==> config.mk <==
export PLATFORM = sky130hd
export DESIGN_NAME = acs_config_top
export DESIGN_NICKNAME = d
export VERILOG_FILES = /design/src/acs_pkg.sv /design/src/acs_config_top.sv /design/src/acs_scan_walker.sv
export SDC_FILE = /design/constraint.sdc
export NUM_CORES = 1
export LEC_CHECK = 0
export ABC_AREA = 0
export BUFFER_PORTS_ARGS = -buffer_cell sky130_fd_sc_hd__buf_2
export CORE_MARGIN = 8
export CORE_UTILIZATION = 53
export CTS_BUF_LIST = sky130_fd_sc_hd__clkbuf_2
export DETAILED_ROUTE_END_ITERATION = 10
export GPL_ROUTABILITY_DRIVEN = 0
export PLACE_DENSITY = 0.8
export SYNTH_ARGS = -nofsm -noshare
export SYNTH_HDL_FRONTEND = slang
export SYNTH_SLANG_ARGS = --single-unit
export TNS_END_PERCENT = 100
==> constraint.sdc <==
create_clock -name clk_sys -period 3.05 [get_ports clk_sys]
set_input_delay 0.305 -clock clk_sys [delete_from_list [all_inputs] [get_ports clk_sys]]
set_output_delay 0.305 -clock clk_sys [all_outputs]
set_load 0.005 [all_outputs]
==> src/acs_pkg.sv <==
package acs_pkg;
	// register selectors on the configuration command port
	localparam logic [1:0] SEL_ROLE = 2'h0;
	localparam logic [1:0] SEL_MASK = 2'h1;
	localparam logic [1:0] SEL_DWELL = 2'h2;
	localparam logic [1:0] SEL_JOIN = 2'h3;
	// reset values
	localparam logic ROLE_RST = 1'h0;
	localparam logic [15:0] MASK_RST = 16'h1FFE;
	localparam logic [3:0] DWELL_RST = 4'h4;
	localparam logic [7:0] JOIN_RST = 8'h00;
	// permitted ranges
	localparam logic [15:0] ROLE_MAX = 16'h0001;
	localparam logic [15:0] DWELL_MAX = 16'h000F;
	localparam logic [15:0] JOIN_MAX = 16'h000F;
	localparam logic [15:0] MASK_HP_FORBID = 16'hC001;
	// role encoding
	localparam logic ROLE_END_NODE = 1'h0;
	localparam logic ROLE_COORD = 1'h1;
	// end-node join option bit positions
	localparam int JOIN_ANY_NET = 0;
	localparam int JOIN_ANY_CHAN = 1;
	localparam int JOIN_AUTO = 2;
	localparam int JOIN_POLL_WAKE = 3;
	// coordinator start option bit positions
	localparam int COORD_ANY_NET = 0;
	localparam int COORD_ANY_CHAN = 1;
	// channel numbering
	localparam logic [7:0] CHAN_BASE = 8'h0B;
	localparam logic [7:0] CHAN_LAST = 8'h1A;
	// scan timing: one dwell unit is 15.36 ms
	localparam longint SCAN_UNIT_NS = 64'h0000_0000_00EA_6000;
	localparam longint CLK_PERIOD_NS = 64'h0000_0000_0000_0019;
	localparam int SCAN_UNIT_CYCLES = int'((SCAN_UNIT_NS + CLK_PERIOD_NS - 1) / CLK_PERIOD_NS);
	typedef enum logic [1:0] {
		WALK_IDLE,
		WALK_SEEK,
		WALK_DWELL
	} acs_walk_e;
endpackage : acs_pkg

==> src/acs_config_top.sv <==
`timescale 1ns/1ps
// Summary of operation
// RL1 - one-bit role: 0 end node, 1 coordinator, reset 0, host writable and readable
// RL2 - channel mask bit n enables channel 0x0B plus n
// RL3 - mask applies to every active and energy scan, whatever starts it
// RL4 - mask takes 0 to 0xFFFF, resets 0x1FFE; high-power forbids bits 0, 14, 15
// RL5 - dwell exponent takes 0 to 0x0F, resets to 4
// RL6 - scan time is channels times two to exponent times 15.36 ms
// RL7 - scanned channel count equals enabled bits; at most 16, or 13 high-power; a mask written before high-power is kept, so up to 16
// RL8 - end node uses exponent for its joining active scan; host sizes it
// RL9 - coordinator uses exponent for network and energy scans when reassignment enabled
// RL10 - option bit 0 clear: join only matching network number; set: any network
// RL11 - option bit 1 clear: join only configured channel; set: any channel
// RL12 - option bit 2 retries joins until success; beacon networks always join
// RL13 - option bit 3 polls the coordinator on every pin wake
// RL14 - join options take 0 to 0x0F, reset 0, bits 4 to 7 reserved
// RL15 - coordinator option bit 1 picks quietest channel by energy scan at start
// RL16 - out-of-range writes are refused, value kept, error reported
module acs_config_top import acs_pkg::*; #(
	parameter int UNIT_CYCLES = SCAN_UNIT_CYCLES
) (
	input wire logic clk_sys,
	input wire logic sys_rst,
	input wire logic cmdValid,
	input wire logic cmdWrite,
	input wire logic [1:0] cmdSel,
	input wire logic [15:0] cmdData,
	output logic rspValid,
	output logic [15:0] rspData,
	output logic rspError,
	input wire logic highPowerPin,
	input wire logic pinWakePin,
	input wire logic hostActiveScanReq,
	input wire logic hostEnergyScanReq,
	input wire logic coordStartReq,
	input wire logic [2:0] coordStartOpts,
	input wire logic beaconNetwork,
	input wire logic associated,
	input wire logic candNetMatch,
	input wire logic candChanMatch,
	output logic roleCoord,
	output logic [15:0] channelMask,
	output logic [3:0] dwellExponent,
	output logic [7:0] joinOptions,
	output logic [4:0] enabledChannels,
	output logic [19:0] scanTimeUnits,
	output logic scanBusy,
	output logic scanEnergy,
	output logic [7:0] scanChannel,
	output logic scanChanStrobe,
	output logic scanDone,
	output logic joinAttempt,
	output logic joinAccept,
	output logic pollParent,
	output logic coordUseQuietest
);
	logic role_ff;
	logic [15:0] mask_ff;
	logic [3:0] dwell_ff;
	logic [7:0] join_ff;
	logic rspValid_ff;
	logic [15:0] rspData_ff;
	logic rspError_ff;
	logic [1:0] hpSync_ff;
	logic [2:0] wakeSync_ff;
	logic [4:0] chanCount_ff;
	logic [19:0] scanUnits_ff;
	logic scanStart_ff;
	logic scanMode_ff;
	logic joinWait_ff;
	logic joinAttempt_ff;
	logic joinAccept_ff;
	logic poll_ff;
	logic quiet_ff;
	logic walkBusy;
	logic walkDone;

	////////////////////////////////////////////////////////////////////////////////
	// command decode and range checks
	wire isWrite = cmdValid && cmdWrite;
	wire highPower = hpSync_ff[1];
	wire roleOk = (cmdData <= ROLE_MAX);
	wire maskOk = !(highPower && |(cmdData & MASK_HP_FORBID));
	wire dwellOk = (cmdData <= DWELL_MAX);
	wire joinOk = (cmdData <= JOIN_MAX);
	wire wrRole = isWrite && cmdSel == SEL_ROLE && roleOk;
	wire wrMask = isWrite && cmdSel == SEL_MASK && maskOk;
	wire wrDwell = isWrite && cmdSel == SEL_DWELL && dwellOk;
	wire wrJoin = isWrite && cmdSel == SEL_JOIN && joinOk;
	wire selOk = (cmdSel == SEL_ROLE) ? roleOk :
		(cmdSel == SEL_MASK) ? maskOk :
		(cmdSel == SEL_DWELL) ? dwellOk : joinOk;
	wire wrBad = isWrite && !selOk;
	wire [15:0] readMux = (cmdSel == SEL_ROLE) ? {15'h0000, role_ff} :
		(cmdSel == SEL_MASK) ? mask_ff :
		(cmdSel == SEL_DWELL) ? {12'h000, dwell_ff} : {8'h00, join_ff};

	always_ff @(posedge clk_sys) begin
		if (sys_rst) begin
			role_ff <= ROLE_RST;
			mask_ff <= MASK_RST;
			dwell_ff <= DWELL_RST;
			join_ff <= JOIN_RST;
		end else begin
			if (wrRole) role_ff <= cmdData[0]; // [RL1]
			if (wrMask) mask_ff <= cmdData; // [RL4]
			if (wrDwell) dwell_ff <= cmdData[3:0]; // [RL5]
			if (wrJoin) join_ff <= cmdData[7:0]; // [RL14]
		end
	end

	// one-cycle answer; refused writes keep the value and flag an error
	always_ff @(posedge clk_sys) begin
		if (sys_rst) begin
			rspValid_ff <= 1'b0;
			rspData_ff <= 16'h0000;
			rspError_ff <= 1'b0;
		end else begin
			rspValid_ff <= cmdValid;
			rspData_ff <= cmdValid ? readMux : 16'h0000;
			rspError_ff <= wrBad; // [RL16]
		end
	end

	////////////////////////////////////////////////////////////////////////////////
	// pin synchronisers
	always_ff @(posedge clk_sys) begin
		if (sys_rst) begin
			hpSync_ff <= 2'h0;
			wakeSync_ff <= 3'h0;
		end else begin
			hpSync_ff <= {hpSync_ff[0], highPowerPin};
			wakeSync_ff <= {wakeSync_ff[1:0], pinWakePin};
		end
	end

	////////////////////////////////////////////////////////////////////////////////
	// enabled channel count and total scan time in 15.36 ms units
	logic [4:0] partial [0:16];
	assign partial[0] = 5'h00;
	genvar gi;
	generate
		for (gi = 0; gi < 16; gi++) begin : g_count
			assign partial[gi + 1] = partial[gi] + {4'h0, mask_ff[gi]}; // [RL7]
		end
	endgenerate

	always_ff @(posedge clk_sys) begin
		if (sys_rst) begin
			chanCount_ff <= 5'h00;
			scanUnits_ff <= 20'h0_0000;
		end else begin
			chanCount_ff <= partial[16]; // [RL7]
			scanUnits_ff <= {15'h0000, chanCount_ff} << dwell_ff; // [RL6]
		end
	end

	////////////////////////////////////////////////////////////////////////////////
	// scan arbitration: host commands, coordinator start, end-node joining
	wire isEnd = (role_ff == ROLE_END_NODE);
	wire walkFree = !walkBusy && !scanStart_ff;
	wire coordScan = role_ff && coordStartReq &&
		(coordStartOpts[COORD_ANY_NET] || coordStartOpts[COORD_ANY_CHAN]);
	wire joinWanted = isEnd && !associated && (join_ff[JOIN_AUTO] || beaconNetwork);
	wire takeHost = walkFree && (hostActiveScanReq || hostEnergyScanReq);
	wire takeCoord = walkFree && !takeHost && coordScan;
	wire takeJoin = walkFree && !takeHost && !coordScan && joinWanted && !joinWait_ff;
	wire startMode = takeHost ? hostEnergyScanReq :
		coordStartOpts[COORD_ANY_CHAN];

	always_ff @(posedge clk_sys) begin
		if (sys_rst) begin
			scanStart_ff <= 1'b0;
			scanMode_ff <= 1'b0;
			joinWait_ff <= 1'b0;
			joinAttempt_ff <= 1'b0;
		end else begin
			scanStart_ff <= takeHost || takeCoord || takeJoin; // [RL3]
			scanMode_ff <= takeJoin ? 1'b0 : startMode; // [RL9]
			joinAttempt_ff <= takeJoin; // [RL8] [RL12]
			if (takeJoin) joinWait_ff <= 1'b1;
			else if (walkDone) joinWait_ff <= 1'b0; // [RL12]
		end
	end

	acs_scan_walker #(
		.UNIT_CYCLES(UNIT_CYCLES)
	) u_walker (
		.clk_sys(clk_sys),
		.sys_rst(sys_rst),
		.startReq(scanStart_ff),
		.energyMode(scanMode_ff),
		.mask(mask_ff),
		.exponent(dwell_ff),
		.busy(walkBusy),
		.energy(scanEnergy),
		.channel(scanChannel),
		.chanStrobe(scanChanStrobe),
		.done(walkDone)
	);

	////////////////////////////////////////////////////////////////////////////////
	// join acceptance, pin-wake poll and coordinator channel choice
	wire netOk = join_ff[JOIN_ANY_NET] || candNetMatch;
	wire chanOk = join_ff[JOIN_ANY_CHAN] || candChanMatch;
	wire wakeRise = wakeSync_ff[1] && !wakeSync_ff[2];

	always_ff @(posedge clk_sys) begin
		if (sys_rst) begin
			joinAccept_ff <= 1'b0;
			poll_ff <= 1'b0;
			quiet_ff <= 1'b0;
		end else begin
			joinAccept_ff <= isEnd && netOk && chanOk; // [RL10] [RL11]
			poll_ff <= isEnd && join_ff[JOIN_POLL_WAKE] && wakeRise; // [RL13]
			quiet_ff <= role_ff && coordStartOpts[COORD_ANY_CHAN]; // [RL15]
		end
	end

	assign rspValid = rspValid_ff;
	assign rspData = rspData_ff;
	assign rspError = rspError_ff;
	assign roleCoord = role_ff;
	assign channelMask = mask_ff;
	assign dwellExponent = dwell_ff;
	assign joinOptions = join_ff;
	assign enabledChannels = chanCount_ff;
	assign scanTimeUnits = scanUnits_ff;
	assign scanBusy = walkBusy;
	assign scanDone = walkDone;
	assign joinAttempt = joinAttempt_ff;
	assign joinAccept = joinAccept_ff;
	assign pollParent = poll_ff;
	assign coordUseQuietest = quiet_ff;

	////////////////////////////////////////////////////////////////////////////////
	roleWrite_a: assert property (@(posedge clk_sys) disable iff (sys_rst) // [RL1]
		(isWrite && cmdSel == SEL_ROLE && cmdData <= ROLE_MAX) |=> roleCoord == $past(cmdData[0]))
		else $error("role write not stored");
	maskForbid_a: assert property (@(posedge clk_sys) disable iff (sys_rst) // [RL4]
		(isWrite && cmdSel == SEL_MASK && highPower && |(cmdData & MASK_HP_FORBID))
		|=> rspError && $stable(channelMask))
		else $error("forbidden mask bits accepted");
	dwellRange_a: assert property (@(posedge clk_sys) disable iff (sys_rst) // [RL5]
		(isWrite && cmdSel == SEL_DWELL && cmdData > DWELL_MAX) |=> rspError && $stable(dwellExponent))
		else $error("exponent out of range accepted");
	joinRange_a: assert property (@(posedge clk_sys) disable iff (sys_rst) // [RL14]
		joinOptions[7:4] == 4'h0)
		else $error("reserved join bits set");
	chanCount_a: assert property (@(posedge clk_sys) disable iff (sys_rst) // [RL7]
		$stable(channelMask) |=> enabledChannels == 5'($countones($past(channelMask))))
		else $error("channel count wrong");
	scanTime_a: assert property (@(posedge clk_sys) disable iff (sys_rst) // [RL6]
		($stable(enabledChannels) && $stable(dwellExponent))
		|=> scanTimeUnits == ({15'h0000, $past(enabledChannels)} << $past(dwellExponent)))
		else $error("scan time wrong");
	joinGate_a: assert property (@(posedge clk_sys) disable iff (sys_rst) // [RL10] [RL11]
		joinAccept |-> $past(isEnd && (join_ff[JOIN_ANY_NET] || candNetMatch)
		&& (join_ff[JOIN_ANY_CHAN] || candChanMatch)))
		else $error("join accepted against options");
	noAutoJoin_a: assert property (@(posedge clk_sys) disable iff (sys_rst) // [RL12]
		joinAttempt |-> $past(join_ff[JOIN_AUTO] || beaconNetwork) ##1 scanBusy)
		else $error("join attempt without permission");
	wakePoll_a: assert property (@(posedge clk_sys) disable iff (sys_rst) // [RL13]
		(wakeRise && isEnd && join_ff[JOIN_POLL_WAKE]) |=> pollParent ##1 !pollParent)
		else $error("pin wake poll missing");
	quietPick_a: assert property (@(posedge clk_sys) disable iff (sys_rst) // [RL15]
		(role_ff && coordStartOpts[COORD_ANY_CHAN]) |=> coordUseQuietest)
		else $error("quietest channel not chosen");
	rstValues_a: assert property (@(posedge clk_sys) sys_rst |=> // [RL1]
		roleCoord == ROLE_RST && channelMask == MASK_RST && dwellExponent == DWELL_RST
		&& joinOptions == JOIN_RST)
		else $error("reset values wrong");
	roleRefuse_a: assert property (@(posedge clk_sys) disable iff (sys_rst) // [RL16]
		(isWrite && cmdSel == SEL_ROLE && cmdData > ROLE_MAX) |=> rspError && $stable(roleCoord))
		else $error("role out of range accepted");
	joinRefuse_a: assert property (@(posedge clk_sys) disable iff (sys_rst) // [RL14]
		(isWrite && cmdSel == SEL_JOIN && cmdData > JOIN_MAX) |=> rspError && $stable(joinOptions))
		else $error("join options out of range accepted");
	maskWrite_a: assert property (@(posedge clk_sys) disable iff (sys_rst) // [RL4]
		(isWrite && cmdSel == SEL_MASK && !(highPower && |(cmdData & MASK_HP_FORBID)))
		|=> channelMask == $past(cmdData) && !rspError)
		else $error("mask write not stored");
	dwellWrite_a: assert property (@(posedge clk_sys) disable iff (sys_rst) // [RL5]
		(isWrite && cmdSel == SEL_DWELL && cmdData <= DWELL_MAX) |=> dwellExponent == $past(cmdData[3:0]))
		else $error("exponent write not stored");
	joinWrite_a: assert property (@(posedge clk_sys) disable iff (sys_rst) // [RL14]
		(isWrite && cmdSel == SEL_JOIN && cmdData <= JOIN_MAX) |=> joinOptions == $past(cmdData[7:0]))
		else $error("join options write not stored");
	rspPulse_a: assert property (@(posedge clk_sys) disable iff (sys_rst) // [RL16]
		rspValid == $past(cmdValid))
		else $error("answer not one cycle after command");
	readQuiet_a: assert property (@(posedge clk_sys) disable iff (sys_rst) // [RL16]
		(cmdValid && !cmdWrite) |=> rspValid && !rspError)
		else $error("read answered with error");
	pollGate_a: assert property (@(posedge clk_sys) disable iff (sys_rst) // [RL13]
		pollParent |-> $past(isEnd && join_ff[JOIN_POLL_WAKE]))
		else $error("poll without option");
	joinRole_a: assert property (@(posedge clk_sys) disable iff (sys_rst) // [RL8]
		joinAttempt |-> $past(isEnd && !associated))
		else $error("join attempt outside end-node role");
	joinActive_a: assert property (@(posedge clk_sys) disable iff (sys_rst) // [RL8]
		joinAttempt |=> scanBusy && !scanEnergy)
		else $error("join scan not an active scan");
	hostMode_a: assert property (@(posedge clk_sys) disable iff (sys_rst) // [RL3]
		takeHost |=> ##1 (scanBusy && scanEnergy == $past(hostEnergyScanReq, 2)))
		else $error("host scan kind wrong");
	coordMode_a: assert property (@(posedge clk_sys) disable iff (sys_rst) // [RL9]
		takeCoord |=> ##1 (scanBusy && scanEnergy == $past(coordStartOpts[COORD_ANY_CHAN], 2)))
		else $error("coordinator scan kind wrong");
endmodule : acs_config_top

==> src/acs_scan_walker.sv <==
`timescale 1ns/1ps
module acs_scan_walker import acs_pkg::*; #(
	parameter int UNIT_CYCLES = SCAN_UNIT_CYCLES
) (
	input wire logic clk_sys,
	input wire logic sys_rst,
	input wire logic startReq,
	input wire logic energyMode,
	input wire logic [15:0] mask,
	input wire logic [3:0] exponent,
	output logic busy,
	output logic energy,
	output logic [7:0] channel,
	output logic chanStrobe,
	output logic done
);
	acs_walk_e state_ff;
	acs_walk_e nxt_state;
	logic [15:0] mask_ff;
	logic [3:0] exp_ff;
	logic [3:0] idx_ff;
	logic [31:0] unitCnt_ff;
	logic [15:0] repCnt_ff;
	logic energy_ff;
	logic strobe_ff;
	logic done_ff;
	logic busy_ff;
	logic [7:0] channel_ff;
	logic [15:0] repLimit;
	logic unitWrap;
	logic dwellEnd;
	logic lastIdx;
	logic idxOn;

	////////////////////////////////////////////////////////////////////////////////
	assign repLimit = (16'h0001 << exp_ff) - 16'h0001;
	assign unitWrap = (unitCnt_ff == 32'(UNIT_CYCLES - 1));
	assign dwellEnd = unitWrap && (repCnt_ff == repLimit);
	assign lastIdx = (idx_ff == 4'hF);
	assign idxOn = mask_ff[idx_ff];

	always_comb begin
		nxt_state = state_ff;
		unique case (state_ff)
			WALK_IDLE: if (startReq) nxt_state = WALK_SEEK;
			WALK_SEEK: begin
				if (idxOn) nxt_state = WALK_DWELL;
				else if (lastIdx) nxt_state = WALK_IDLE;
			end
			WALK_DWELL: if (dwellEnd) nxt_state = lastIdx ? WALK_IDLE : WALK_SEEK;
		endcase
	end

	// mask and exponent latched at start apply to the whole scan [RL3]
	always_ff @(posedge clk_sys) begin
		if (sys_rst) begin
			state_ff <= WALK_IDLE;
			mask_ff <= 16'h0000;
			exp_ff <= 4'h0;
			idx_ff <= 4'h0;
			unitCnt_ff <= 32'h0000_0000;
			repCnt_ff <= 16'h0000;
			energy_ff <= 1'b0;
			strobe_ff <= 1'b0;
			done_ff <= 1'b0;
			busy_ff <= 1'b0;
			channel_ff <= CHAN_BASE; // [RL2]
		end else begin
			state_ff <= nxt_state;
			busy_ff <= (nxt_state != WALK_IDLE);
			strobe_ff <= (state_ff == WALK_SEEK) && idxOn;
			done_ff <= (state_ff != WALK_IDLE) && (nxt_state == WALK_IDLE);
			if (state_ff == WALK_IDLE && startReq) begin
				mask_ff <= mask; // [RL3]
				exp_ff <= exponent;
				energy_ff <= energyMode;
				idx_ff <= 4'h0;
				channel_ff <= CHAN_BASE; // [RL2]
			end
			if (state_ff == WALK_SEEK) begin
				unitCnt_ff <= 32'h0000_0000;
				repCnt_ff <= 16'h0000;
				if (!idxOn && !lastIdx) begin
					idx_ff <= idx_ff + 4'h1;
					channel_ff <= channel_ff + 8'h01; // [RL2]
				end
			end
			// each channel dwells 2^exponent units of 15.36 ms [RL6]
			if (state_ff == WALK_DWELL) begin
				unitCnt_ff <= unitWrap ? 32'h0000_0000 : unitCnt_ff + 32'h0000_0001; // [RL6]
				if (unitWrap) repCnt_ff <= repCnt_ff + 16'h0001;
				if (dwellEnd && !lastIdx) begin
					idx_ff <= idx_ff + 4'h1;
					channel_ff <= channel_ff + 8'h01; // [RL2]
				end
			end
		end
	end

	assign busy = busy_ff;
	assign energy = energy_ff;
	assign channel = channel_ff; // [RL2]
	assign chanStrobe = strobe_ff;
	assign done = done_ff;

	////////////////////////////////////////////////////////////////////////////////
	chanRange_a: assert property (@(posedge clk_sys) disable iff (sys_rst) // [RL2]
		busy |-> (channel >= CHAN_BASE && channel <= CHAN_LAST))
		else $error("scan channel out of range");
	emptyMask_a: assert property (@(posedge clk_sys) disable iff (sys_rst) // [RL7]
		(state_ff == WALK_IDLE && startReq && mask == 16'h0000) |-> ##[1:17] done)
		else $error("empty mask scan did not finish");
	dwellOnly_a: assert property (@(posedge clk_sys) disable iff (sys_rst) // [RL3]
		chanStrobe |-> mask_ff[idx_ff])
		else $error("dwell on a disabled channel");
endmodule : acs_scan_walker

After elaboration in Yosys (flattened, before gate mapping)
Index checks and enable logic that the tools add are counted.
{"block": "classes", "addsub": 20, "n_mul": 0, "div_mod_pow": 0, "n_lt_le_gt_ge": 3, "n_eq_ne": 8, "n_shift": 2, "mux": 32, "bitwise_logic": 2, "reduce_logical": 63}
{"cell": "2-to-1 mux 32 bit", "n": 3}
{"cell": "2-to-1 mux 16 bit", "n": 4}
{"cell": "adder 5 x 1 -> 5 bit", "n": 11}
{"cell": "2-to-1 mux 8 bit", "n": 6}
{"cell": "logical AND 1 bit", "n": 34}
{"cell": "adder 32 x 1 -> 32 bit, second input constant", "n": 1}
{"cell": "equality test 32 x 20 -> 1 bit, second input constant", "n": 1}
{"cell": "2-to-1 mux 4 bit", "n": 5}
{"cell": "left shift 5 x 4 -> 20 bit", "n": 1}
{"cell": "adder 16 x 1 -> 16 bit, second input constant", "n": 1}
{"cell": "equality test 16 bit", "n": 1}
{"cell": "<= comparator 16 x 1 -> 1 bit, second input constant", "n": 1}
{"cell": "<= comparator 16 x 4 -> 1 bit, second input constant", "n": 1}
{"cell": "left shift 1 x 4 -> 16 bit, first input constant", "n": 1}
{"cell": "subtractor 16 x 1 -> 16 bit, second input constant", "n": 1}
{"cell": "zero test 1 bit", "n": 11}
{"cell": "adder 8 x 1 -> 8 bit, second input constant", "n": 1}
{"cell": "2-to-1 mux 1 bit", "n": 8}
{"cell": "2-to-1 mux 2 bit", "n": 4}
{"cell": "nonzero test 2 bit", "n": 4}
{"cell": "logical OR 1 bit", "n": 7}
{"cell": "equality test 2 bit, second input constant", "n": 3}
{"cell": "zero test 2 bit", "n": 3}
{"cell": "case mux 2 bit (3 select lines)", "n": 1}
{"cell": "other kinds (12)", "n": 16}
{"block": "word_totals", "ff_bits": 170, "latchBits": 0, "ramBits": 0, "rom_bits": 0, "input_bits": 34, "output_inout_bits": 88, "word_cells": 160, "mem_count": 0}

Longest topological paths before layout
Gate-level depths: netlist (run 1).
{"block": "logic_depth", "ltp_word": 15, "depth_mapped": 14, "depth_no_buf": 13}

By module
From an unflattened synthesis (run 1), not the netlist that was laid out.
{"block": "hier_totals", "hier_cells": 945, "hier_area_um2": 8191.6}
{"mod": "acs_scan_walker", "instances": 1, "cells_per_inst": 591, "area_each_um2": 4704.5, "seq_area_each_um2": 1721.7}
{"mod": "acs_config_top", "instances": 1, "cells_per_inst": 354, "area_each_um2": 3487.1, "seq_area_each_um2": 1681.6}

Least setup slack after synthesis (run 1)
No wires, ideal clock.
{"block": "synth_path", "path_kind": "register -> register", "startpoint": "register mask_ff[0] (netlist: channelMask[0])", "endpoint": "register chanCount_ff[3] (netlist: enabledChannels[3])", "setup_ns": 0.128, "t_arrival_ns": 3.228, "required_ns": 2.922, "path_slack_ns": -0.305, "path_stages_with_launch": 12, "period_less_slack_ns": 3.355, "cell_sequence": "dfxtp_1 fa_1 inv_1 fa_1 fa_1 fa_1 inv_1 ha_1 a21o_1 a21oi_1 xor2_1 nor2_1"}
{"block": "synth_between", "elab_chain_cells": 15}
{"element": "start: declaration", "line_no": "acs_config_top.sv:58", "source": "logic [15:0] mask_ff;"}
{"element": "start signal: assignment", "line_no": "acs_config_top.sv:106", "source": "if (wrMask) mask_ff <= cmdData;"}
{"element": "adder 1 x 1 -> 2 bit", "line_no": "acs_config_top.sv:144", "source": "assign partial[gi + 1] = partial[gi] + {4'h0, mask_ff[gi]};"}
{"element": "adder 2 x 1 -> 3 bit", "line_no": "acs_config_top.sv:144"}
{"element": "adder 3 x 1 -> 4 bit", "line_no": "acs_config_top.sv:144"}
{"element": "adder 4 x 1 -> 5 bit", "line_no": "acs_config_top.sv:144"}
{"element": "adder 5 x 1 -> 5 bit (11 in series)", "line_no": "acs_config_top.sv:144"}
{"element": "end signal: assignment", "line_no": "acs_config_top.sv:153", "source": "chanCount_ff <= partial[16];"}
{"element": "end: declaration", "line_no": "acs_config_top.sv:66", "source": "logic [4:0] chanCount_ff;"}
No other way between the ends.
A chain may end at the register's enable or synchronous reset.

Worst setup path in the final report (run 1)
{"block": "layout_path", "startpoint": "register mask_ff[7] (netlist: channelMask[7])", "endpoint": "register chanCount_ff[4] (netlist: enabledChannels[4])"}
{"block": "layout_between", "elab_chain_cells": 9}
{"element": "adder 5 x 1 -> 5 bit (9 in series)", "line_no": "acs_config_top.sv:144"}
No other way between the ends.

==> impl_results.rst, run 1 <==
.. list-table::
   :header-rows: 1

   * - Metric
     - Value
   * - Leakage Power
     - 0.00382 uW
   * - Syn. warnings
     - 0
   * - Worst setup path category
     - flip-flop to flip-flop
   * - Num CTS Buffers
     - 17
   * - Most common cell on crit path
     - sky130_fd_sc_hd__fa_2
   * - Number of nets in the layout
     - 1,124
   * - Number of hold violations in the final report
     - 0
   * - Status
     - complete, but fails checks
   * - Die outline height
     - 138 um
   * - Htree depth
     - 4
   * - Gr ovfl total
     - 0
   * - Half-perimeter wire length after placement
     - 14,200 um
   * - Largest family of logic cells by synthesized area
     - simple AND/OR/NAND/NOR gates
   * - Worst-skew pair later-pin latency
     - 740 ps
   * - DRC violations left
     - 0
   * - Global-route usage over all layers
     - 0.224
   * - Basic-gate share of the synthesized area counting and, or, nand and nor cells
     - 0.255
   * - Kind of end point of the critical path
     - flip-flop
   * - Maximum clock insertion buffer count
     - 2
   * - Fraction of the mapped netlist area in compound gates
     - 0.116
   * - Vias/cell
     - 5.61
   * - Relative contribution of combinational cells to total power
     - 0.147
   * - Count of final setup violators
     - 4
   * - EDFF count, synth
     - 0
   * - Final slew viol count
     - 0
   * - P&R area growth vs syn
     - 21.1%
   * - Final clock period utilization by the worst path
     - 1.11
   * - Slowest-stage cell, CP
     - sky130_fd_sc_hd__fa_1
   * - Net switching power
     - 1150 uW
   * - CTS sink cnt
     - 170
   * - Number of primary I/O pins
     - 122
   * - Net Count, Synth
     - 954
   * - Ratio of cells with drive above 1 in the final layout
     - 0.238
   * - VDD IR max
     - 301 uV
   * - Filler cell count
     - 1,167
   * - Setup slack of the critical path after layout
     - -344 ps
   * - Wire length of the first global-routing pass
     - 33,900 um
   * - Distinct cell type count after synthesis
     - 62
   * - Summed instance area of the synthesized netlist
     - 0.00784 sq mm
   * - Share of synthesized cell area in full adder, half adder and majority cells
     - 0.0476
   * - Power per cell area
     - 433 mW/mm^2
   * - Largest incremental delay on the critical path
     - 570 ps
   * - Pre-CTS setup slack
     - -350 ps
   * - Violations in the final reports
     - setup timing
   * - Critical path arrival
     - 4060 ps
   * - Number of iterations in the first detailed-routing pass
     - 5
   * - Max-cap violations
     - 0
   * - Initial Util
     - 0.541
   * - Setup TNS
     - -1130 ps
   * - Clock share of power
     - 0.282
   * - Sw Ratio
     - 0.280
   * - Overall power
     - 4110 uW
   * - Worst hold slack
     - 192 ps
   * - TritonCTS clock tree
     - yes
   * - List of cells traversed by the critical path
     - inv_2, fa_1, fa_2, fa_2, fa_2, inv_2, ha_4, inv_2, fa_2, inv_1, a21oi_1, nor3b_1
   * - Overall die area
     - 0.0189 sq mm
   * - Gate family responsible for the most delay along the worst path
     - adder cells
   * - Most common cell after layout, fill and taps aside
     - sky130_fd_sc_hd__dfxtp_1
   * - Register share of total power
     - 0.572
   * - Top library cells by usage in the layout, fill and taps aside
     - sky130_fd_sc_hd__dfxtp_1 (163), sky130_fd_sc_hd__nor2_1 (121), sky130_fd_sc_hd__buf_2 (120)
   * - Per-instance average area after synthesis
     - 8.74 sq um
   * - Highest clock rate
     - 295 MHz
   * - Number of global-route vias before repair
     - 6,746
   * - Fraction of synthesized cell area in xor and xnor cells
     - 0.0469
   * - Most frequently used flop master after synthesis
     - sky130_fd_sc_hd__dfxtp_1
   * - Count of routing violations after the opening detailed-route iteration
     - 615
   * - Worst relative slew slack
     - 0.472
   * - Final wirelength
     - 20,800 um
   * - Detailed-route via count
     - 7,108
   * - Mux cell area share after synthesis
     - 0.0592
   * - Async set-reset flop share out of synthesis
     - 0
   * - Avg WL per Cell
     - 16.4 um
   * - Util after Layout
     - 0.655
   * - Root Driver
     - sky130_fd_sc_hd__clkbuf_2
   * - Core Box Area
     - 0.0145 sq mm
   * - Hold Path Class
     - input pin to flip-flop
   * - Final setup skew
     - 22.4 ps
   * - Crit path launch type
     - flip-flop
   * - Cells after Synth
     - 897
   * - Crit path max fanout
     - 2
   * - Width of the die
     - 138 um
   * - Slew at the pin with the worst max-slew slack
     - 790 ps
   * - Final critical delay including setup and external delays
     - 3390 ps
   * - Internal
     - 2950 uW
   * - Sequential share of the synthesized area
     - 0.434
   * - Reg clk slew, reported paths
     - 220 ps
   * - Required time at the endpoint of the critical path
     - 3710 ps
   * - Number of flip-flops and latches in the synthesized netlist
     - 170
   * - Remaining antenna violation count
     - 0
   * - Number of port buffers
     - 120
   * - # rows
     - 44
   * - Worst path buffer plus inverter count
     - 4
   * - Pin count of the biggest net entering global routing
     - 60
   * - Antenna violations before repair
     - 2
   * - Setup repair after global routing missed its margin
     - yes
## layer usage
layer | up-vias | track usage | share of wire
met5 | - | 0 | 0
met3 | 40 | 0.0613 | 0.063
met4 | 0 | 0.0863 | 0.024
met1 | 3388 | 0.275 | 0.43
li1 | 3454 | - | -
met2 | 226 | 0.365 | 0.49
## power groups by stage
stage	Clock (uW)	Sequential [uW]	Combinational, uW
floorplan	0	2380	338
detailed placement	0	2390	529
global placement	0	2390	508
CTS	1180	2350	580
global route	1270	2360	666
finish	1160	2350	602
## registers in the layout, indices dropped and copies added, names as in the netlist, 5 cells and up
name / cells
u_walker.unitCnt_ff: 32
scanTimeUnits: 20
channelMask: 16
rspData: 16
u_walker.mask_ff: 16
u_walker.repCnt_ff: 16
joinOptions: 8
u_walker.channel: 8
enabledChannels: 5
## worst min-delay path: stages
cell and delay, ps:
sky130_fd_sc_hd__buf_2 100, sky130_fd_sc_hd__nor2_1 180, sky130_fd_sc_hd__nor3_1 80, sky130_fd_sc_hd__nand3_1 160, sky130_fd_sc_hd__a21oi_1 80
## logic make-up after synthesis
group / after synthesis
flip-flops: 170
multiplexers: 38
adder cells (fa/ha/maj): 24
XOR/XNOR: 42
buffers and inverters: 82
AO/OA/AOI/OAI: 140
AND/OR/NAND/NOR: 401
## what timing repair did
action / CTS / global route
pin swaps: 6 / 5
endpoints found under the setup margin: 5 / 13
buffers inserted: 1 / 6
gates resized for setup: 7 / 14
hold buffers: 31 / 0
endpoints found under the hold margin: 49 / 0
## area by class of cell
type                            instances  area (sq um)  area share
Antenna cell                            2          5.00    0.000527
Clock buffer                           20           100      0.0105
Clock inverter                         12           126      0.0133
Inverter                               31           116      0.0123
Multi-Input combinational cell        645          4190       0.441
Sequential cell                       170          3410       0.360
Tap cell                              184           230      0.0243
Timing Repair Buffer                  202          1310       0.138
## cells in the mapped netlist (all sizes together) (4+ instances only)
cell	n	share of area
nor4b	10	0.011
nor2	122	0.058
nand2	88	0.042
or3	10	0.0080
or2	7	0.0056
fa	10	0.026
nand2b	10	0.0080
and3	4	0.0032
nand3	28	0.018
nor3	27	0.017
mux4	6	0.017
or4	9	0.0096
a31oi	6	0.0048
o211ai	4	0.0038
o31ai	8	0.0077
nor2b	20	0.016
nor4	15	0.012
a21oi	56	0.036
inv	31	0.015
ha	13	0.021
and2	14	0.011
mux2	7	0.010
a21o	5	0.0048
clkbuf	49	0.023
o21ai	21	0.013
a211o	13	0.015
mux2i	25	0.032
xnor2	18	0.020
nand3b	4	0.0038
nand4	16	0.013
a22oi	4	0.0038
xor2	24	0.027
nor3b	8	0.0077
dfxtp	170	0.43
## stage by stage
stage	instance area, sq um	cells
after floorplan	7860	897
after global placement	8830	1194
after detailed placement	8830	1194
after CTS	9390	1258
after global routing	9490	1266
final	9490	1266
## worst paths after layout
path / start / end / slack, ps / cells past startpoint
worst max-delay path: channelMask[7] / enabledChannels[4] / -340 / 12
worst max register to register: channelMask[7] / enabledChannels[4] / -340 / 12
worst min register to register: wakeSync_ff[0] / wakeSync_ff[1] / 460 / 1
worst min-delay path: beaconNetwork / joinWait_ff / 190 / 5
Power figures use the tool's default switching activity.
==> inputs of run 2 (changes only) <==
--- a/config.mk
+++ b/config.mk
@@ -8,12 +8,13 @@
 export ABC_AREA = 0
 export BUFFER_PORTS_ARGS = -buffer_cell sky130_fd_sc_hd__buf_2
 export CORE_MARGIN = 8
-export CORE_UTILIZATION = 53
+export CORE_UTILIZATION = 54
 export CTS_BUF_LIST = sky130_fd_sc_hd__clkbuf_2
 export DETAILED_ROUTE_END_ITERATION = 10
 export GPL_ROUTABILITY_DRIVEN = 0
-export PLACE_DENSITY = 0.8
+export PLACE_DENSITY = 0.81
 export SYNTH_ARGS = -nofsm -noshare
 export SYNTH_HDL_FRONTEND = slang
+export SYNTH_HIERARCHICAL = 1
 export SYNTH_SLANG_ARGS = --single-unit
 export TNS_END_PERCENT = 100
==> constraint.sdc (replaced) <==
create_clock -name clk_sys -period 3.05 [get_ports clk_sys]
set_input_delay 0.61 -clock clk_sys [delete_from_list [all_inputs] [get_ports clk_sys]]
set_output_delay 0.61 -clock clk_sys [all_outputs]
set_load 0.005 [all_outputs]
==> run 2 against run 1 <==
Against the previous run: the flow still finishes with violations (setup timing); largest power group unchanged; first-iteration DRC count rose by 14%; global-route usage fell by 1.4 points; final cell count rose by 1.5%; register-to-register slack improved by 60 ps; via count rose by 4.1%.
==> impl_results.rst, run 2 <==
.. list-table::
   :header-rows: 1

   * - Metric
     - Value
   * - Kind of end point of the critical path
     - flip-flop
   * - Biggest area contributors in the synthesized netlist
     - sky130_fd_sc_hd__dfxtp_1 (42%), sky130_fd_sc_hd__nor2_1 (5.2%), sky130_fd_sc_hd__a21oi_1 (4.5%)
   * - CTS sink cnt
     - 170 (unchanged)
   * - DRC violations left
     - 0 (unchanged)
   * - Number of primary I/O pins
     - 122 (unchanged)
   * - Cells after Synth
     - 945 (+5.4%)
   * - VDD IR max
     - 361 uV (+20%)
   * - Cell with the most instances after synthesis
     - sky130_fd_sc_hd__dfxtp_1
   * - Worst-case reg-to-reg path depth
     - 12 (unchanged)
   * - Number of iterations in the first detailed-routing pass
     - 6 (+1)
   * - Cell area reported after detailed placement
     - 0.00915 sq mm (+3.6%)
   * - Number of hold violations in the final report
     - 0 (unchanged)
   * - # rows
     - 45 (+2.3%)
   * - Crit path launch type
     - flip-flop
   * - Per-instance average area after synthesis
     - 8.67 sq um (-0.79%)
   * - Status
     - complete, but fails checks
   * - Final critical delay including setup and external delays
     - 3340 ps (-55.2 ps)
   * - Count of final setup violators
     - 5 (+1)
   * - Worst setup path category
     - flip-flop to flip-flop
   * - Pin count of the biggest net entering global routing
     - 59 (-1.7%)
   * - Setup repair after global routing missed its margin
     - yes
   * - Net Count, Synth
     - 1,002 (+5.0%)
   * - Worst R2R End
     - enabledChannels[4]
   * - Synth top cells by count
     - sky130_fd_sc_hd__dfxtp_1 (170), sky130_fd_sc_hd__nor2_1 (113), sky130_fd_sc_hd__nand2_1 (87), sky130_fd_sc_hd__a21oi_1 (73), sky130_fd_sc_hd__inv_1 (45)
   * - Htree depth
     - 4 (unchanged)
   * - Vias/cell
     - 5.76 (+2.6%)
   * - Avg WL per Cell
     - 16.1 um (-1.7%)
   * - Crit path max fanout
     - 2 (unchanged)
   * - FF-to-FF setup slack
     - -290 ps (+60 ps)
   * - Remaining antenna violation count
     - 0 (unchanged)
   * - Num CTS Buffers
     - 17 (unchanged)
   * - Summed instance area of the synthesized netlist
     - 0.00819 sq mm (+4.5%)
   * - Highest clock rate
     - 300 MHz (+1.7%)
   * - Leakage Power
     - 0.00403 uW (+5.4%)
   * - Top library cells by usage in the layout, fill and taps aside
     - sky130_fd_sc_hd__dfxtp_1 (159), sky130_fd_sc_hd__buf_2 (119), sky130_fd_sc_hd__nor2_1 (113)
   * - P&R area growth vs syn
     - 17.5%
   * - Syn. warnings
     - 6 (+6)
   * - Antenna violations before repair
     - 1 (-1)
   * - Worst relative slew slack
     - 0.403 (-0.0698)
   * - Reg clk slew, reported paths
     - 260 ps (+40 ps)
   * - Critical path startpoint
     - channelMask[11]
   * - Half-perimeter wire length after placement
     - 14,800 um (+4.2%)
   * - Ratio of cells with drive above 1 in the final layout
     - 0.243 (+0.00474)
   * - Worst-skew pair later-pin latency
     - 760 ps (+20 ps)
   * - Wire length of the first global-routing pass
     - 33,900 um (+0.22%)
   * - Final setup skew
     - 39.5 ps (+17.1 ps)
   * - Root Driver
     - sky130_fd_sc_hd__clkbuf_2
   * - Slew at the pin with the worst max-slew slack
     - 894 ps (+104 ps)
   * - Setup TNS
     - -1090 ps (+48.0 ps)
   * - Number of port buffers
     - 120 (unchanged)
   * - Most common cell after layout, fill and taps aside
     - sky130_fd_sc_hd__dfxtp_1
   * - EDFF count, synth
     - 0 (unchanged)
   * - Post-route design area
     - 0.00963 sq mm (+1.5%)
   * - Sequential share of the synthesized area
     - 0.415 (-0.0188)
   * - Count of routing violations after the opening detailed-route iteration
     - 703 (+14%)
   * - Final wirelength
     - 20,700 um (-0.18%)
   * - Final clock period utilization by the worst path
     - 1.09 (-0.0181)
   * - Global-route usage over all layers
     - 0.210 (-0.0140)
   * - Top reg by flops
     - u_walker/unitCnt_ff
   * - Violations in the final reports
     - setup timing
   * - Required time at the endpoint of the critical path
     - 3750 ps (+40 ps)
   * - Overall die area
     - 0.0194 sq mm (+2.3%)
   * - Power per cell area
     - 486 mW/mm^2 (+12%)
   * - Most frequently used flop master after synthesis
     - sky130_fd_sc_hd__dfxtp_1
   * - Util after Layout
     - 0.640 (-0.0148)
   * - Setup slack of the critical path after layout
     - -288 ps (+55.2 ps)
   * - Core Box Area
     - 0.0150 sq mm (+3.8%)
   * - Number of global-route vias before repair
     - 7,124 (+5.6%)
   * - Number of flip-flops in the largest register
     - 32 (unchanged)
   * - Number of cells on the worst hold path
     - 3 (-2)
   * - Die outline height
     - 139 um (+1.1%)
   * - Detailed-route via count
     - 7,401 (+4.1%)
   * - Width of the die
     - 139 um (+1.1%)
   * - Async set-reset flop share out of synthesis
     - 0 (unchanged)
   * - Hold Path Class
     - input pin to flip-flop
   * - Min-Delay Endpoint
     - scanMode_ff
   * - Critical path arrival
     - 4040 ps (-20 ps)
   * - Final slew viol count
     - 0 (unchanged)
   * - Max-cap violations
     - 0 (unchanged)
   * - Area leader, netlist
     - sky130_fd_sc_hd__dfxtp_1
   * - Gr ovfl total
     - 0 (unchanged)
   * - Top cell type's share of synthesized area
     - 0.415 (-0.0188)
   * - Launch point of the worst hold path
     - hostEnergyScanReq
   * - Initial Util
     - 0.545 (+0.00360)
   * - Maximum clock insertion buffer count
     - 2 (unchanged)
   * - Number of nets in the layout
     - 1,140 (+1.4%)
   * - Distinct cell type count after synthesis
     - 77 (+24%)
   * - Worst flop-to-flop path startpoint
     - channelMask[11]
   * - Number of flip-flops and latches in the synthesized netlist
     - 170 (unchanged)
   * - TritonCTS clock tree
     - yes
-- run 2: cell count changes after synthesis, sizes merged, moves of 5 or more --
cell	delta
inv	+14
a21oi	+17
xnor2	-8
nor4b	-5
nor2	-9
buf	+24
and3	+14
a211o	-11
o21ai	+8
and4	+5
nor3	+12
clkbuf	-20
o22ai	+5
mux2	-5
-- run 2: worst max path at each step --
stage | depth (start not counted) | endpoint | slack (ps)
6_report | 12 | enabledChannels[4] | -290
5_1_grt | 12 | enabledChannels[4] | -410
4_1_cts | 12 | enabledChannels[4] | -320
3_5_place_dp | 12 | enabledChannels[4] | -280
3_3_place_gp | 10 | enabledChannels[1] | -220
2_1_floorplan | 10 | enabledChannels[1] | -180
-- run 2: through the flow --
step | hold WS [ps] | cells | worst slack [ps] | total power (uW)
2_1_floorplan | 414 | 945 | -178 | 3010
3_3_place_gp | 420 | 1244 | -220 | 3270
3_5_place_dp | 433 | 1244 | -282 | 3290
4_1_cts | 18.7 | 1280 | -325 | 4670
5_1_grt | 38.0 | 1285 | -415 | 4900
6_report | 96.3 | 1285 | -288 | 4670
-- run 2: cells by family after synthesis --
kind of cell             Yosys count  share of synthesized area
XOR/XNOR                          33                     0.0353
AO/OA/AOI/OAI                    169                      0.131
AND/OR/NAND/NOR                  415                      0.272
buffers and inverters            100                     0.0516
adder cells (fa/ha/maj)           23                     0.0443
flip-flops                       170                      0.415
multiplexers                      35                     0.0507
-- run 2: where the power goes --
group / switching, uW / leakage [uW] / internal [uW]
logic: 496 / 0.00249 / 386
clock network: 877 / 0.000166 / 496
registers: 90.6 / 0.00138 / 2330
total: 1460 / 0.00403 / 3210
-- run 2: area by class of cell --
cell class                 count  area (sq um)
fill                        1261          5410
multi-input combinational    675          4480
sequential                   170          3420
timing repair buffer         174          1030
tap                          188           235
clock inverter                15           209
inverter                      45           169
clock buffer                  17          85.1
antenna                        1          2.50
-- run 2: routing by layer --
layer | share of wire | global-route usage | vias up
met5 | 0 | 0 | -
met4 | 0.018 | 0.0774 | 0
met3 | 0.066 | 0.0589 | 28
met2 | 0.50 | 0.361 | 255
met1 | 0.41 | 0.243 | 3532
li1 | - | - | 3586
-- run 2: repair_timing --
action,4_1_cts,5_1_grt
gates resized for setup,7,24
pin swaps,3,20
hold endpoints to repair,3,0
hold buffers,3,0
buffers inserted,1,4
endpoints found under the setup margin,17,19
-- run 2: critical path: stages, from the launching register on --
cell and delay [ps]:
sky130_fd_sc_hd__dfxtp_2 400, sky130_fd_sc_hd__inv_2 40, sky130_fd_sc_hd__fa_1 540, sky130_fd_sc_hd__fa_1 450, sky130_fd_sc_hd__fa_2 570, sky130_fd_sc_hd__fa_1 400, sky130_fd_sc_hd__inv_1 70, sky130_fd_sc_hd__ha_2 170
sky130_fd_sc_hd__inv_2 40, sky130_fd_sc_hd__fa_2 350, sky130_fd_sc_hd__inv_2 70, sky130_fd_sc_hd__a21oi_2 50, sky130_fd_sc_hd__nor3b_1 150
==> inputs of run 3 (changes only) <==
--- a/config.mk
+++ b/config.mk
@@ -8,11 +8,10 @@
 export ABC_AREA = 0
 export BUFFER_PORTS_ARGS = -buffer_cell sky130_fd_sc_hd__buf_2
 export CORE_MARGIN = 8
-export CORE_UTILIZATION = 54
-export CTS_BUF_LIST = sky130_fd_sc_hd__clkbuf_2
+export CORE_UTILIZATION = 52
 export DETAILED_ROUTE_END_ITERATION = 10
 export GPL_ROUTABILITY_DRIVEN = 0
-export PLACE_DENSITY = 0.81
+export PLACE_DENSITY = 0.79
 export SYNTH_ARGS = -nofsm -noshare
 export SYNTH_HDL_FRONTEND = slang
 export SYNTH_HIERARCHICAL = 1
==> run 3 against run 2 <==
Against the previous run: critical endpoint unchanged; sequential share of layout area down 1.1 points; power up 16%; via count down 0.93%; the run still ends with setup timing left; worst setup slack better by 41 ps; register-to-register slack better by 40 ps; clock skew down 32 ps; highest routed layer unchanged; fmax up 1.3%; global-route usage up 0.36 points.
==> impl_results.rst, run 3 (synthesized netlist as in run 2, its figures left out) <==
.. list-table::
   :header-rows: 1

   * - Metric
     - Value
   * - Min-Delay Endpoint
     - wakeSync_ff[0]
   * - Hold Path Class
     - input pin to flip-flop
   * - Most common cell after layout, fill and taps aside
     - sky130_fd_sc_hd__dfxtp_1
   * - Half-perimeter wire length after placement
     - 14,800 um (-0.18%)
   * - Width of the die
     - 142 um (+1.7%)
   * - Worst hold slack
     - 397 ps (+301 ps)
   * - Number of global-route vias before repair
     - 7,095 (-0.41%)
   * - Number of hold violations in the final report
     - 0 (unchanged)
   * - Final wirelength
     - 21,400 um (+3.1%)
   * - Top library cells by usage in the layout, fill and taps aside
     - sky130_fd_sc_hd__dfxtp_1 (162), sky130_fd_sc_hd__buf_2 (119), sky130_fd_sc_hd__nor2_1 (113)
   * - Gr ovfl total
     - 0 (unchanged)
   * - Final setup skew
     - 7.43 ps (-32.1 ps)
   * - Worst setup path category
     - flip-flop to flip-flop
   * - Leakage Power
     - 0.00414 uW (+2.6%)
   * - Maximum clock insertion buffer count
     - 2 (unchanged)
   * - Final clock period utilization by the worst path
     - 1.08 (-0.0136)
   * - DRC violations left
     - 0 (unchanged)
   * - Crit path launch type
     - flip-flop
   * - Wire length of the first global-routing pass
     - 35,000 um (+3.1%)
   * - Worst-skew pair later-pin latency
     - 420 ps (-340 ps)
   * - Slew at the pin with the worst max-slew slack
     - 873 ps (-20.5 ps)
   * - Setup repair after global routing missed its margin
     - yes
   * - Violations in the final reports
     - setup timing
   * - P&R area growth vs syn
     - 21.2%
   * - Max-cap violations
     - 0 (unchanged)
   * - Ratio of cells with drive above 1 in the final layout
     - 0.241 (-0.00186)
   * - Gate family responsible for the most delay along the worst path
     - adder cells
   * - Met3 wire length
     - 1030 um (-25%)
   * - Count of final setup violators
     - 4 (-1)
   * - List of cells traversed by the critical path
     - inv_2, fa_1, fa_1, fa_2, fa_1, inv_2, ha_4, inv_2, fa_2, inv_1, a21oi_2, nor3b_2
   * - Final critical delay including setup and external delays
     - 3300 ps (-41.4 ps)
   * - Worst path buffer plus inverter count
     - 4 (unchanged)
   * - Total inserted antenna cells
     - 0 (-1)
   * - Worst R2R End
     - enabledChannels[4]
   * - VDD IR max
     - 429 uV (+19%)
   * - Detailed-route via count
     - 7,332 (-0.93%)
   * - Initial Util
     - 0.523 (-0.0216)
   * - Largest incremental delay on the critical path
     - 560 ps (about the same)
   * - Crit path max fanout
     - 2 (unchanged)
   * - Worst relative slew slack
     - 0.416 (+0.0137)
   * - Avg WL per Cell
     - 16.4 um (+1.3%)
   * - Top reg by flops
     - u_walker/unitCnt_ff
   * - Wire length on met1
     - 9220 um (+7.1%)
   * - Pin count of the biggest net entering global routing
     - 70 (+19%)
   * - Htree depth
     - 4 (unchanged)
   * - Launch point of the worst hold path
     - pinWakePin
   * - Overall die area
     - 0.0200 sq mm (+3.4%)
   * - # rows
     - 46 (+2.2%)
   * - Number of nets in the layout
     - 1,136 (-0.35%)
   * - TritonCTS clock tree
     - yes
   * - Die outline height
     - 142 um (+1.7%)
   * - Setup slack of the critical path after layout
     - -247 ps (+41.4 ps)
   * - Number of cells on the worst hold path
     - 2 (-1)
   * - Global-route usage over all layers
     - 0.213 (+0.00356)
   * - Antenna violations before repair
     - 0 (-1)
   * - Number of iterations in the first detailed-routing pass
     - 4 (-2)
   * - CTS sink cnt
     - 170 (unchanged)
   * - Reg clk slew, reported paths
     - 70 ps (-190 ps)
   * - FF-to-FF setup slack
     - -250 ps (+40 ps)
   * - Root Driver
     - sky130_fd_sc_hd__clkbuf_16
   * - Worst-case reg-to-reg path depth
     - 12 (unchanged)
   * - Required time at the endpoint of the critical path
     - 3400 ps (-350 ps)
   * - Top routing layer in use
     - met4
   * - Final slew viol count
     - 0 (unchanged)
   * - Number of flip-flops in the largest register
     - 32 (unchanged)
   * - Vias/cell
     - 5.61 (-2.7%)
   * - Kind of end point of the critical path
     - flip-flop
   * - Number of port buffers
     - 120 (unchanged)
   * - Status
     - complete, but fails checks
   * - Core Box Area
     - 0.0157 sq mm (+4.1%)
   * - Util after Layout
     - 0.634 (-0.00634)
   * - Num CTS Buffers
     - 17 (unchanged)
   * - Critical path arrival
     - 3650 ps (-390 ps)
   * - Number of primary I/O pins
     - 122 (unchanged)
   * - Remaining antenna violation count
     - 0 (unchanged)
   * - Worst flop-to-flop path startpoint
     - channelMask[9]
   * - Highest clock rate
     - 303 MHz (+1.3%)
   * - Power per cell area
     - 545 mW/mm^2 (+12%)
   * - Number of buffers inserted by hold repair at cts
     - 0 (-3)
   * - Count of routing violations after the opening detailed-route iteration
     - 531 (-24%)
   * - Slowest-stage cell, CP
     - sky130_fd_sc_hd__fa_1
   * - Met2 Routed Length
     - 10,700 um (+3.0%)
==> run 3: changes by cell type in the layout (fill, tap and decap cells not counted), sizes merged <==
cell | before | now
clkbuf | 18 | 20
clkinv | 3 | 4
dlygate4sd3 | 3 | 0
clkinvlp | 2 | 3
inv | 52 | 49
diode | 1 | 0
bufinv | 3 | 1
==> run 3: worst max-delay path by stage <==
stage	start	to	cells after the start	slack [ps]
6_report	channelMask[9]	enabledChannels[4]	12	-250
5_1_grt	channelMask[9]	enabledChannels[3]	11	-360
4_1_cts	channelMask[0]	enabledChannels[4]	12	-310
3_5_place_dp	channelMask[0]	enabledChannels[4]	12	-290
3_3_place_gp	channelMask[11]	enabledChannels[4]	12	-220
2_1_floorplan	channelMask[7]	enabledChannels[1]	10	-180
==> run 3: timing repair <==
item | CTS | global route
resized for setup | 3 | 26
pin swaps | 2 | 17
setup endpoints to repair | 17 | 20
buffers inserted | 2 | 7
==> run 3: layer usage <==
layer,GRT usage,vias up
met5,0,-
met2,0.366,190
met3,0.0501,26
li1,-,3586
met1,0.255,3530
met4,0.0797,0
==> run 3: cell type report <==
type                            instances  area (sq um)
Fill cell                            1321          5730
Multi-Input combinational cell        675          4490
Timing Repair Buffer                  170          1000
Clock buffer                           20           467
Tap cell                              216           270
Inverter                               45           169
Clock inverter                         12           111
Sequential cell                       170          3410
==> run 3: worst reg2reg max path, delay by kind of cell, from the launching register on <==
kind,cells,cell delay (ps)
flip-flops,1,340
buffers and inverters,4,250
AND/OR/NAND/NOR,1,150
adder cells (fa/ha/maj),6,2430
AO/OA/AOI/OAI,1,50
==> run 3: per-stage QoR <==
step	power (uW)	instances	TNS (ps)	setup slack [ps]	area [sq um]
2_1_floorplan	3010	945	-669	-178	8220
3_3_place_gp	3260	1267	-748	-216	9160
3_5_place_dp	3280	1267	-1320	-289	9160
4_1_cts	5380	1301	-1030	-314	9760
5_1_grt	5630	1308	-1340	-357	9930
6_report	5410	1308	-924	-247	9930
==> run 3: power breakdown <==
group          total (uW)  internal, uW  switching, uW
logic                 885           381            504
clock network        2110          1200            914
registers            2410          2320           91.8
